### config.mk
export PLATFORM = sky130hd
export DESIGN_NAME = adsl_loop
export DESIGN_NICKNAME = d
export VERILOG_FILES = /design/src/hdl/adsl_pkg.sv /design/src/hdl/adsl_loop.sv /design/src/hdl/adsl_fifo.sv
export SDC_FILE = /design/constraint.sdc
export NUM_CORES = 1
export LEC_CHECK = 0
export BUFFER_PORTS_ARGS = -buffer_cell sky130_fd_sc_hd__buf_2
export CORE_ASPECT_RATIO = 0.8
export CORE_MARGIN = 2
export CORE_UTILIZATION = 42
export DETAILED_ROUTE_END_ITERATION = 16
export GPL_TIMING_DRIVEN = 0
export PLACE_DENSITY = 0.57
export SLEW_MARGIN = 30
export SYNTH_ARGS = -nofsm -noshare
export SYNTH_HDL_FRONTEND = slang
export SYNTH_HIERARCHICAL = 1
export SYNTH_SLANG_ARGS = --single-unit
### constraint.sdc
create_clock -name MCLK_IN -period 6.1 [get_ports MCLK_IN]
set_input_delay 1.22 -clock MCLK_IN [delete_from_list [all_inputs] [get_ports MCLK_IN]]
set_output_delay 1.22 -clock MCLK_IN [all_outputs]
set_load 0.01 [all_outputs]
### src/hdl/adsl_pkg.sv
package adsl_pkg;
    // ----------------------------------------------------------------
    // converter geometry
    // ----------------------------------------------------------------
    localparam int          ADC_BITS          = 12;
    localparam int          WORD_BITS         = 16;
    localparam logic [3:0]  PAD_ZERO          = 4'h0;
    localparam logic [4:0]  SAMPLE_START_FALL = 5'h04;
    localparam logic [4:0]  FRAME_FALLS       = 5'h10;
    localparam logic [4:0]  CONV_CYCLES       = 5'h1c;
    localparam logic [4:0]  DAC_WORD_FALLS    = 5'h10;
    localparam int          SPEED_BIT_POS     = 14;
    localparam int          POWERDOWN_BIT_POS = 13;
    localparam int          FIFO_DEPTH        = 8;

    // ----------------------------------------------------------------
    // timing
    // ----------------------------------------------------------------
    localparam int          MCLK_PERIOD_NS    = 100;
    localparam int          FAST_CONV_NS      = 3000;
    localparam int          SLOW_CONV_NS      = 10000;
    localparam logic [7:0]  FAST_CONV_CYC     =
        8'(FAST_CONV_NS / MCLK_PERIOD_NS);
    localparam logic [7:0]  SLOW_CONV_CYC     =
        8'(SLOW_CONV_NS / MCLK_PERIOD_NS);

    // ----------------------------------------------------------------
    // synchroniser lanes
    // ----------------------------------------------------------------
    localparam int          SYNC_W     = 6;
    localparam int          LN_SCLK    = 0;
    localparam int          LN_ADC_CS  = 1;
    localparam int          LN_ADC_FS  = 2;
    localparam int          LN_DAC_CS  = 3;
    localparam int          LN_DAC_FS  = 4;
    localparam int          LN_DAC_DIN = 5;
    localparam logic [5:0]  SYNC_RESET = 6'h1e;

    // ----------------------------------------------------------------
    // dac receive states
    // ----------------------------------------------------------------
    typedef enum logic [1:0] {
        DAC_IDLE  = 2'b00,
        DAC_SHIFT = 2'b01,
        DAC_PUSH  = 2'b10
    } adsl_dac_e;
endpackage : adsl_pkg

### src/hdl/adsl_loop.sv
// How it works
// adc shifts 12-bit result msb first
// master holds select over two bytes
// output changes rising, sampled falling
// falling clock with select high releases data
// master holds adc frame sync high
// master shifts captured value right four
// master pulses dac frame sync
// dac word msb first, control then data
// output tri-state until select falls
// sampling spans 12 clocks after fourth fall
// select low all 16 clocks
// conversion after 16th fall, 28 clocks
// dac frame-sync fall starts 16-bit shift
// speed bit fast mode, powerdown bit off
// master masks twelve bits, adds fast pattern
// master sends dummy zero bytes
// no configuration, pins alone drive it
// master clock 1.25 MHz from 10 MHz
// master toggles dac frame sync per word
// master waits each byte before changes
`timescale 1ns/1ns
module adsl_loop
    import adsl_pkg::*;
(
    // clock and reset
    input  wire logic                 MCLK_IN,
    input  wire logic                 RESETN_IN,
    // serial link
    input  wire logic                 SCLK_IN,
    input  wire logic                 ADC_CS_N_IN,
    input  wire logic                 FRAME_SYNC_PULSE_IN,
    output logic                      SERIAL_RESULT_OUT,
    output logic                      SERIAL_RESULT_OE_OUT,
    input  wire logic                 DAC_CS_N_IN,
    input  wire logic                 DAC_FRAME_SYNC_PULSE_IN,
    input  wire logic                 DAC_DIN_IN,
    // adc analog side
    input  wire logic [ADC_BITS-1:0]  SAMPLE_DATA_IN,
    output logic                      SAMPLING_OUT,
    output logic                      CONV_BUSY_OUT,
    // dac side
    output logic [WORD_BITS-1:0]      DAC_WORD_OUT,
    output logic                      DAC_WORD_VALID_OUT,
    input  wire logic                 DAC_WORD_READY_IN,
    output logic                      SPEED_SELECT_BIT_OUT,
    output logic                      POWERDOWN_BIT_OUT,
    output logic                      DAC_SETTLED_OUT
);
    // ----------------------------------------------------------------
    // synchronisers and edges
    // ----------------------------------------------------------------
    logic [SYNC_W-1:0] meta;
    logic [SYNC_W-1:0] pin;
    logic [SYNC_W-1:0] pin_d;
    logic              sclk_rise;
    logic              sclk_fall;
    logic              cs_low;
    logic              cs_fall;
    logic              dfs_fall;

    always_ff @(posedge MCLK_IN or negedge RESETN_IN) begin
        if (!RESETN_IN) begin
            meta  <= SYNC_RESET;
            pin   <= SYNC_RESET;
            pin_d <= SYNC_RESET;
        end else begin
            meta  <= {DAC_DIN_IN, DAC_FRAME_SYNC_PULSE_IN, DAC_CS_N_IN,
                      FRAME_SYNC_PULSE_IN, ADC_CS_N_IN, SCLK_IN};
            pin   <= meta;
            pin_d <= pin;
        end
    end

    always_comb begin
        sclk_rise = pin[LN_SCLK] && !pin_d[LN_SCLK];
        sclk_fall = !pin[LN_SCLK] && pin_d[LN_SCLK];
        // frame sync held high selects select-driven framing
        cs_low    = !pin[LN_ADC_CS] && pin[LN_ADC_FS];
        cs_fall   = cs_low && pin_d[LN_ADC_CS];
        dfs_fall  = !pin[LN_DAC_FS] && pin_d[LN_DAC_FS]
                    && !pin[LN_DAC_CS];
    end

    // ----------------------------------------------------------------
    // adc frame, sampling and conversion
    // ----------------------------------------------------------------
    logic [WORD_BITS-1:0] shift_reg;
    logic [4:0]           frame_cnt;
    logic                 seen_fall;
    logic [4:0]           conv_cnt;
    logic [ADC_BITS-1:0]  sample_hold;
    logic [ADC_BITS-1:0]  result;
    logic                 release_ok;
    logic [WORD_BITS-1:0] next_shift_reg;
    logic [4:0]           next_frame_cnt;
    logic                 next_seen_fall;
    logic [4:0]           next_conv_cnt;
    logic [ADC_BITS-1:0]  next_sample_hold;
    logic [ADC_BITS-1:0]  next_result;
    logic                 next_release_ok;
    logic                 next_oe;
    logic                 next_sampling;

    always_comb begin
        next_shift_reg   = shift_reg;
        next_frame_cnt   = frame_cnt;
        next_seen_fall   = seen_fall;
        next_conv_cnt    = conv_cnt;
        next_sample_hold = sample_hold;
        next_result      = result;
        next_release_ok  = release_ok;
        next_oe          = SERIAL_RESULT_OE_OUT;
        next_sampling    = SAMPLING_OUT;
        if (sclk_fall && conv_cnt != 5'h00) begin
            next_conv_cnt = conv_cnt - 5'h01;
            if (conv_cnt == 5'h01) begin
                next_result = sample_hold;
            end
        end
        if (cs_fall) begin
            next_oe        = 1'b1;
            next_seen_fall = 1'b0;
            next_frame_cnt = 5'h00;
            if (release_ok) begin
                next_shift_reg  = {result, PAD_ZERO};
                next_release_ok = 1'b0;
            end
        end else if (!cs_low) begin
            next_oe       = 1'b0;
            next_sampling = 1'b0;
            if (sclk_fall) begin
                next_release_ok = 1'b1;
            end
        end else begin
            if (sclk_rise && seen_fall) begin
                next_shift_reg = {shift_reg[WORD_BITS-2:0], 1'b0};
            end
            if (sclk_fall && frame_cnt != FRAME_FALLS) begin
                next_seen_fall = 1'b1;
                next_frame_cnt = frame_cnt + 5'h01;
                if (next_frame_cnt == SAMPLE_START_FALL) begin
                    next_sampling = 1'b1;
                end
                if (next_frame_cnt == FRAME_FALLS) begin
                    next_sampling    = 1'b0;
                    next_sample_hold = SAMPLE_DATA_IN;
                    next_conv_cnt    = CONV_CYCLES;
                end
            end
        end
    end

    always_ff @(posedge MCLK_IN or negedge RESETN_IN) begin
        if (!RESETN_IN) begin
            shift_reg            <= '0;
            frame_cnt            <= 5'h00;
            seen_fall            <= 1'b0;
            conv_cnt             <= 5'h00;
            sample_hold          <= '0;
            result               <= '0;
            release_ok           <= 1'b0;
            SERIAL_RESULT_OE_OUT <= 1'b0;
            SERIAL_RESULT_OUT    <= 1'b0;
            SAMPLING_OUT         <= 1'b0;
            CONV_BUSY_OUT        <= 1'b0;
        end else begin
            shift_reg            <= next_shift_reg;
            frame_cnt            <= next_frame_cnt;
            seen_fall            <= next_seen_fall;
            conv_cnt             <= next_conv_cnt;
            sample_hold          <= next_sample_hold;
            result               <= next_result;
            release_ok           <= next_release_ok;
            SERIAL_RESULT_OE_OUT <= next_oe;
            SERIAL_RESULT_OUT    <= next_shift_reg[WORD_BITS-1];
            SAMPLING_OUT         <= next_sampling;
            CONV_BUSY_OUT        <= (next_conv_cnt != 5'h00);
        end
    end

    // ----------------------------------------------------------------
    // dac word receiver
    // ----------------------------------------------------------------
    adsl_dac_e            dac_state;
    adsl_dac_e            next_dac_state;
    logic [4:0]           bit_cnt;
    logic [4:0]           next_bit_cnt;
    logic [WORD_BITS-1:0] dac_shift;
    logic [WORD_BITS-1:0] next_dac_shift;
    logic                 push_valid;
    logic                 push_ready;
    logic                 next_speed;
    logic                 next_powerdown;
    logic [7:0]           settle_cnt;
    logic [7:0]           next_settle_cnt;

    always_comb begin
        next_dac_state  = dac_state;
        next_bit_cnt    = bit_cnt;
        next_dac_shift  = dac_shift;
        next_speed      = SPEED_SELECT_BIT_OUT;
        next_powerdown  = POWERDOWN_BIT_OUT;
        next_settle_cnt = (settle_cnt != 8'h00) ? settle_cnt - 8'h01
                                                : settle_cnt;
        push_valid      = 1'b0;
        unique case (dac_state)
            DAC_IDLE: begin
                if (dfs_fall) begin
                    next_dac_state = DAC_SHIFT;
                    next_bit_cnt   = 5'h00;
                end
            end
            DAC_SHIFT: begin
                if (pin[LN_DAC_CS]) begin
                    next_dac_state = DAC_IDLE;
                end else if (sclk_fall) begin
                    next_dac_shift = {dac_shift[WORD_BITS-2:0],
                                      pin[LN_DAC_DIN]};
                    next_bit_cnt   = bit_cnt + 5'h01;
                    if (next_bit_cnt == DAC_WORD_FALLS) begin
                        next_dac_state = DAC_PUSH;
                    end
                end
            end
            DAC_PUSH: begin
                push_valid = 1'b1;
                if (push_ready) begin
                    next_dac_state  = DAC_IDLE;
                    next_speed      = dac_shift[SPEED_BIT_POS];
                    next_powerdown  = dac_shift[POWERDOWN_BIT_POS];
                    next_settle_cnt = dac_shift[SPEED_BIT_POS]
                                      ? FAST_CONV_CYC
                                      : SLOW_CONV_CYC;
                end
            end
            default: next_dac_state = DAC_IDLE;
        endcase
    end

    always_ff @(posedge MCLK_IN or negedge RESETN_IN) begin
        if (!RESETN_IN) begin
            dac_state            <= DAC_IDLE;
            bit_cnt              <= 5'h00;
            dac_shift            <= '0;
            settle_cnt           <= 8'h00;
            SPEED_SELECT_BIT_OUT <= 1'b0;
            POWERDOWN_BIT_OUT    <= 1'b0;
            DAC_SETTLED_OUT      <= 1'b1;
        end else begin
            dac_state            <= next_dac_state;
            bit_cnt              <= next_bit_cnt;
            dac_shift            <= next_dac_shift;
            settle_cnt           <= next_settle_cnt;
            SPEED_SELECT_BIT_OUT <= next_speed;
            POWERDOWN_BIT_OUT    <= next_powerdown;
            DAC_SETTLED_OUT      <= (next_settle_cnt == 8'h00);
        end
    end

    // ----------------------------------------------------------------
    // received word buffer
    // ----------------------------------------------------------------
    adsl_fifo #(
        .WIDTH (WORD_BITS),
        .DEPTH (FIFO_DEPTH)
    ) u_fifo (
        .clk_in        (MCLK_IN),
        .resetn_in     (RESETN_IN),
        .in_valid_in   (push_valid),
        .in_ready_out  (push_ready),
        .in_data_in    (dac_shift),
        .out_valid_out (DAC_WORD_VALID_OUT),
        .out_ready_in  (DAC_WORD_READY_IN),
        .out_data_out  (DAC_WORD_OUT)
    );
endmodule : adsl_loop

### src/hdl/adsl_fifo.sv
`timescale 1ns/1ns
module adsl_fifo #(
    parameter int WIDTH = 16,
    parameter int DEPTH = 8
) (
    // clock and reset
    input  wire logic             clk_in,
    input  wire logic             resetn_in,
    // fill side
    input  wire logic             in_valid_in,
    output logic                  in_ready_out,
    input  wire logic [WIDTH-1:0] in_data_in,
    // drain side
    output logic                  out_valid_out,
    input  wire logic             out_ready_in,
    output logic [WIDTH-1:0]      out_data_out
);
    localparam int AW = $clog2(DEPTH);

    logic [WIDTH-1:0] mem [DEPTH];
    logic [AW-1:0]    wr_ptr;
    logic [AW-1:0]    rd_ptr;
    logic [AW:0]      count;
    logic [AW-1:0]    next_wr_ptr;
    logic [AW-1:0]    next_rd_ptr;
    logic [AW:0]      next_count;
    logic             next_out_valid;
    logic [WIDTH-1:0] next_out_data;
    logic             push;
    logic             pop;

    // ----------------------------------------------------------------
    // pointers and output stage
    // ----------------------------------------------------------------
    always_comb begin
        push           = in_valid_in && (count != (AW+1)'(DEPTH));
        pop            = (count != '0) && (!out_valid_out || out_ready_in);
        next_wr_ptr    = push ? wr_ptr + 1'b1 : wr_ptr;
        next_rd_ptr    = pop ? rd_ptr + 1'b1 : rd_ptr;
        next_count     = count + (AW+1)'(push) - (AW+1)'(pop);
        next_out_valid = out_valid_out;
        next_out_data  = out_data_out;
        if (pop) begin
            next_out_valid = 1'b1;
            next_out_data  = mem[rd_ptr];
        end else if (out_ready_in) begin
            next_out_valid = 1'b0;
        end
    end

    always_ff @(posedge clk_in or negedge resetn_in) begin
        if (!resetn_in) begin
            wr_ptr        <= '0;
            rd_ptr        <= '0;
            count         <= '0;
            out_valid_out <= 1'b0;
            out_data_out  <= '0;
            in_ready_out  <= 1'b1;
        end else begin
            wr_ptr        <= next_wr_ptr;
            rd_ptr        <= next_rd_ptr;
            count         <= next_count;
            out_valid_out <= next_out_valid;
            out_data_out  <= next_out_data;
            in_ready_out  <= (next_count != (AW+1)'(DEPTH));
        end
    end

    always_ff @(posedge clk_in) begin
        if (push) begin
            mem[wr_ptr] <= in_data_in;
        end
    end
endmodule : adsl_fifo

==> flow_summary.ini, run 1 <==
[place]
globalplace.congestion = 0.821
numPortBuffers = 44
hpwl_um = 13300

[critical_path]
required_ns = 6.55
r2r_start = u_fifo/count[2]
critPathLaunch = DAC_WORD_READY_IN
critPathLaunchType = input pin
worstPathArrival_ns = 3.35
critPathCaptureType = flip-flop
path_class = in2reg
worstPathMaxFanout = 10

[global_route]
grt_overflow = 0
grtUsageTotal_pct = 16.5
grt_max_degree = 67
antenna_found_initial = 0
grt_pass1_wl_um = 34400
grt_pass1_vias = 6252

[final_layout]
regMostFlops = u_fifo/mem
area_growth_pct = 14.8
antenna_cells = 0
drive_gt1_share_pct = 22.0
finalCoreUtilization_pct = 49.5
final_cell_mix = edfxtp_1 (128), dfrtp_1 (116), mux2i_1 (77), buf_2 (54), mux2_2 (35)
top_regs = u_fifo/mem x128, dac_shift x16, u_fifo/out_data_out x16
largest_reg_flops = 128
layout_commonest_cell = edfxtp_1
fin_nets = 845

[timing]
rsz0062_at_grt = no
drv_slew = 0
min_period_ns = 2.91
fin_crit_sh_pct = 47.6
fmax_mhz = 344
setup_violations = 0
slew_headroom_pct = 48.1
setup-tns-final_ns = 0
tightest_slew_ns = 0.779
hold_violations = 0
finClkSkew_ns = 0.0135

[synth]
synth_area_leaders = edfxtp_1 (36%), dfrtp_1 (27%), mux2i_1 (7.3%), mux2_2 (3.7%), dfstp_2 (3.0%)
synth.largest_area_cell = edfxtp_1
yosysSeqAreaShare_pct = 66.8
synth_enable_flop_cells = 128
syn_inst = 730
synthDistinctLibCells = 73
ys_ff_latch = 256
synth_top_area_share_pct = 36.4
syn-num-nets = 768
yosysWarnings = 6
async_flop_share_pct = 50.0
syn_avg_cell_area_um2 = 14.5
synth_flop_cell = edfxtp_1
syn_area_um2 = 10600

[detailed_routing]
detailroute.via_count = 6041
drt_iter0_markers = 368
vias_per_cell = 5.28
drtPass1Iterations = 5
drc = 0
drt-wirelength-per-cell_um = 18.6
ant_nets = 0
postRouteWirelength_um = 21300

[clock_tree]
clk_latency_ns = 0.52
numCtsBuffers = 26
clock_sinks = 256
cts_buffer_depth = 3
postCtsSetupBuffers = 0
path_clk_slew_ns = 0.06
cts_hold_buf = 0
cts_root_buffer = clkbuf_16
post_cts_resize_count = 0
cts_tree = yes
cts_max_level = 1

[die]
num_rows = 51
io_pins = 45
fp.coreArea_um2 = 24500
dieArea_um2 = 26500
start_util_pct = 43.1
die_h_um = 146
die_x_um = 181

[power_and_ir_drop]
p_leak_nw = 5.11
power.density_nw_per_um2 = 371
peakVddDrop_v = 0.000206

[min_path]
hold_path.class = reg2reg
hold_start = meta[5]

[flow_run]
maxCapViolCount = 0

[status]
outcome = completed
==> where the power goes <==
group / leakage (nW) / total [W] / switching [W] / internal, W
clock network: 0.407 / 0.00152 / 0.000628 / 0.000892
logic: 1.93 / 0.000953 / 0.000556 / 0.000397
registers: 2.78 / 0.00203 / 0.0000854 / 0.00195
total: 5.11 / 0.00450 / 0.00127 / 0.00323
==> metrics by stage <==
stage                     hold WS, ns  cell area (um2)  worst slack [ns]  total power [W]  cells
after CTS                       0.354            12100              3.24          0.00456   1145
after detailed placement        0.340            11300              2.70          0.00302   1097
after floorplan                 0.331            10600              3.13          0.00271    730
after global placement          0.333            11200              2.03          0.00298   1092
final                           0.352            12100              3.19          0.00450   1145
after global routing            0.363            12100              3.11          0.00472   1145
==> Yosys cell counts (6+ instances only) <==
master	count
a21oi_1	19
a22oi_1	32
buf_2	11
clkbuf_1	11
dfrtp_1	116
dfstp_2	12
edfxtp_1	128
ha_1	16
inv_1	32
mux2_1	7
mux2_2	35
mux2i_1	77
nand2_1	31
nand2b_1	6
nand3_1	22
nand3b_1	6
nor2_1	32
nor2b_1	7
nor3_1	8
o21ai_0	18
o21ai_1	14
xnor2_1	10
==> worst max-delay path: stages <==
cell and delay (ns):
buf_2 0.08, nor2b_1 0.06, a21oi_4 0.32, buf_2 0.40, ha_1 0.29, inv_1 0.06
ha_1 0.17, fa_1 0.44, nor3_1 0.22, nand2_1 0.09
==> kinds of logic after synthesis <==
logic type,Yosys count,synth area share [%]
muxes,119,11.8
DFF,256,66.8
buffers and inverters,66,3.43
and+or+nand+nor,145,7.35
xor gates and xnor gates,15,1.24
AOI/OAI and AO/OA,112,7.34
adders and majority gates,17,2.08
==> per-layer routing <==
layer | share of wire, % | track usage (%) | vias up
met5 | 0 | 0 | -
met4 | 1.9 | 4.43 | 0
li1 | - | - | 2845
met2 | 48 | 27.2 | 106
met1 | 46 | 22.9 | 3055
met3 | 3.5 | 2.68 | 35
==> layout make-up <==
class	count	area, um2
fillers	2108	12400
flip-flops and latches	256	7060
multi-input cells	408	3200
clock buffers	39	751
well taps	318	398
repair buffers	49	288
plain buffers	34	243
inverters	32	120
clock inverters	9	73.8
==> path summary, 6_finish.rpt <==
| check | to | slack (ns) | depth (start not counted) |
|---|---|---|---|
| worst max-delay path | u_fifo/in_ready_out | 3.19 | 10 |
| worst max register to register | u_fifo/in_ready_out | 3.37 | 10 |
| worst min-delay path | pin[5] | 0.35 | 0 |
| max in group asynchronous | pin[3] | 4.66 | 2 |
| worst min register to register | pin[5] | 0.35 | 0 |
| min in group asynchronous | u_fifo/out_data_out[15] | 0.62 | 1 |
(Power assumes the default switching activity.)
==> run 2: changes to the inputs <==
- ABC_AREA: not set -> 1
- clock period: 6.1 -> 2.7 ns (I/O delays scaled with it)
==> run 2 against run 1 <==
The flow now finishes with violations (hold timing). Clock-buffer cell count up 1. Largest cell class unchanged. First-iteration DRC count is 66% higher. Synthesized cell count is 49% higher. Power rose to 2.7 times the previous value. Sequential share of layout area fell by 2.7 points.
==> flow_summary.ini, run 2 <==
[status]
violations = hold timing
outcome = complete, but fails checks

[clock_tree]
cts_root_buffer = clkbuf_16
cts_max_level = 1
numCtsBuffers = 28
cts_buffer_depth = 3
cts_tree = yes
clk_latency_ns = 0.53
clock_sinks = 256
path_clk_slew_ns = 0.06

[synth]
ys_ff_latch = 256
async_flop_share_pct = 50.0
synth_flop_cell = edfxtp_1
synthDistinctLibCells = 40
synth_top_area_share_pct = 34.8
syn_area_um2 = 11100
synth.largest_area_cell = edfxtp_1
syn_avg_cell_area_um2 = 10.2
yosysWarnings = 6
synth_most_common_cell = nand2_1
syn-num-nets = 1126
yosysSeqAreaShare_pct = 63.9
syn_inst = 1088
synth_commonest_cells = nand2_1 (309), inv_1 (172), edfxtp_1 (128)
synth_area_leaders = edfxtp_1 (35%), dfrtp_1 (26%), nand2_1 (10%), inv_1 (5.8%), nand3_1 (5.3%)
synth_enable_flop_cells = 128

[timing]
timing.hold.ws_ns = -0.0105
rsz0062_at_grt = no
setup_ws_ns = 0.174
min_period_ns = 2.53
setup_violations = 0
hold_violations = 8
slew_headroom_pct = 53.8
fmax_mhz = 396
tightest_slew_ns = 0.693
drv_slew = 0
finClkSkew_ns = 0.00756
setup-tns-final_ns = 0
fin_crit_sh_pct = 93.6

[detailed_routing]
drt_iter0_markers = 612
drc = 0
vias_per_cell = 4.71
ant_nets = 0
detailroute.via_count = 7269
drtPass1Iterations = 5
postRouteWirelength_um = 23900
drt-wirelength-per-cell_um = 15.5

[global_route]
top_usage_layer = met1
grtUsageMet2_pct = 26.8
grt_use_met1_pct = 27.9
grt_pass1_wl_um = 38100
grtUsageMet3_pct = 2.47
grt_max_degree = 70
grt_overflow = 0
antenna_found_initial = 0
grtUsageTotal_pct = 18.0
grt_pass1_vias = 6870

[final_layout]
antenna_cells = 0
area_growth_pct = 15.2
drive_gt1_share_pct = 15.3
layout_commonest_cell = nand2_1
top_regs = u_fifo/mem x128, dac_shift x16, u_fifo/out_data_out x16
stdcell_area_um2 = 12700
regMostFlops = u_fifo/mem
largest_reg_flops = 128
num-fill-cells = 2380
fin_nets = 1203
final_cell_mix = nand2_1 (309), inv_1 (171), edfxtp_1 (128), dfrtp_1 (116), nand3_1 (116)
final-instance-count-excl-fill = 1544

[critical_path]
crit_chain = inv_2 > ha_2 > nand3_4 > nand2_8 > inv_2 > buf_4 > ha_1 > inv_1 > ha_1 > fa_1 > xor2_1 > nor3_1 > nand2_1
path_depth = 13
path_buf_inv = 4
cpLargestDelayFamily = adder cells
slowest_delay_ns = 0.38
worstPathMaxFanout = 10
critPathLaunchType = flip-flop
r2r_slack_ns = 0.17
ff2ff_path_depth = 13
critPathCaptureType = flip-flop
path_class = reg2reg
crit_slowest_cell = fa_1
required_ns = 3.15
worstPathArrival_ns = 2.98

[die]
start_util_pct = 42.4
io_pins = 45
die_h_um = 149
die_x_um = 185
fp.coreArea_um2 = 26100
dieArea_um2 = 27600
num_rows = 53

[power_and_ir_drop]
p_leak_nw = 6.02
power_w = 0.0120
power.density_nw_per_um2 = 941
peakVddDrop_v = 0.000423

[place]
globalplace.congestion = 0.772
placedCellCount = 1490
post_dp_cell_area_um2 = 11800
hpwl_um = 15200
numPortBuffers = 44
pre_cts_slack_ns = 0.0157

[flow_run]
maxCapViolCount = 0

[min_path]
hold_path.class = in2async
[run 2: changes by cell type in the layout (fill, tap and decap cells not counted), sizes merged, moves of 7 or more]
cell    delta
nand2    +280
o21ai      +9
inv      +144
buf       +11
nand3     +95
mux2i     -77
a22oi     -32
o211ai    +10
nor2b      -7
mux2      -29
nor2      +25
[run 2: logic make-up (layout without fill, tap and decap cells)]
| logic type | count (synthesis) | count (layout) | synth area share [%] |
|---|---|---|---|
| flops | 256 | 256 | 63.9 |
| mux | 13 | 13 | 1.32 |
| simple gates | 497 | 497 | 18.8 |
| compound gates | 78 | 78 | 4.16 |
| fa+ha+maj | 17 | 17 | 1.99 |
| buf+inv | 215 | 314 | 8.86 |
| xor+xnor | 12 | 12 | 1.02 |
[run 2: timing repair]
action | 4_1_cts | 5_1_grt
buffers inserted | 0 | 2
hold buffers | 0 | 0
gates resized for setup | 0 | 4
endpoints found under the setup margin | 0 | 1
[run 2: final cells by class]
type / count / area (um2) / share of cell area [%]
Sequential cell: 256 / 7060 / 55.4
Multi-Input combinational cell: 617 / 3090 / 24.3
Clock buffer: 40 / 818 / 6.42
Inverter: 176 / 661 / 5.19
Tap cell: 357 / 447 / 3.51
Buffer: 39 / 319 / 2.50
Timing Repair Buffer: 47 / 273 / 2.14
Clock inverter: 12 / 65.1 / 0.511
[run 2: routing by layer]
metal  part of all wire [%]  routed length (um)
met2                     44               10500
met5                      0                   0
met1                     50               11900
met3                    4.5                1080
met4                    1.5                 359
[run 2: metrics by stage]
step                hold slack (ns)  util [%]
finish                      -0.0105      48.9
global route                 0.0230      48.9
detailed placement            0.337      45.4
CTS                         0.00415      48.7
floorplan                     0.244         -
global placement              0.334      45.0
[run 2: worst paths after layout]
check	startpoint	to
hold reg to reg	meta[5]	pin[5]
setup reg to reg	u_fifo/count[2]	u_fifo/in_ready_out
setup / recovery	u_fifo/count[2]	u_fifo/in_ready_out
min in group MCLK_IN	FRAME_SYNC_PULSE_IN	meta[2]
hold / removal	RESETN_IN	SAMPLING_OUT
max in group asynchronous	RESETN_IN	u_fifo/in_ready_out
[run 2: report_power, final]
part	internal, W	leakage (nW)	switching, W
clock	0.00211	0.436	0.00149
combinational	0.00122	2.79	0.00213
sequential	0.00466	2.79	0.000367
total	0.00799	6.02	0.00399
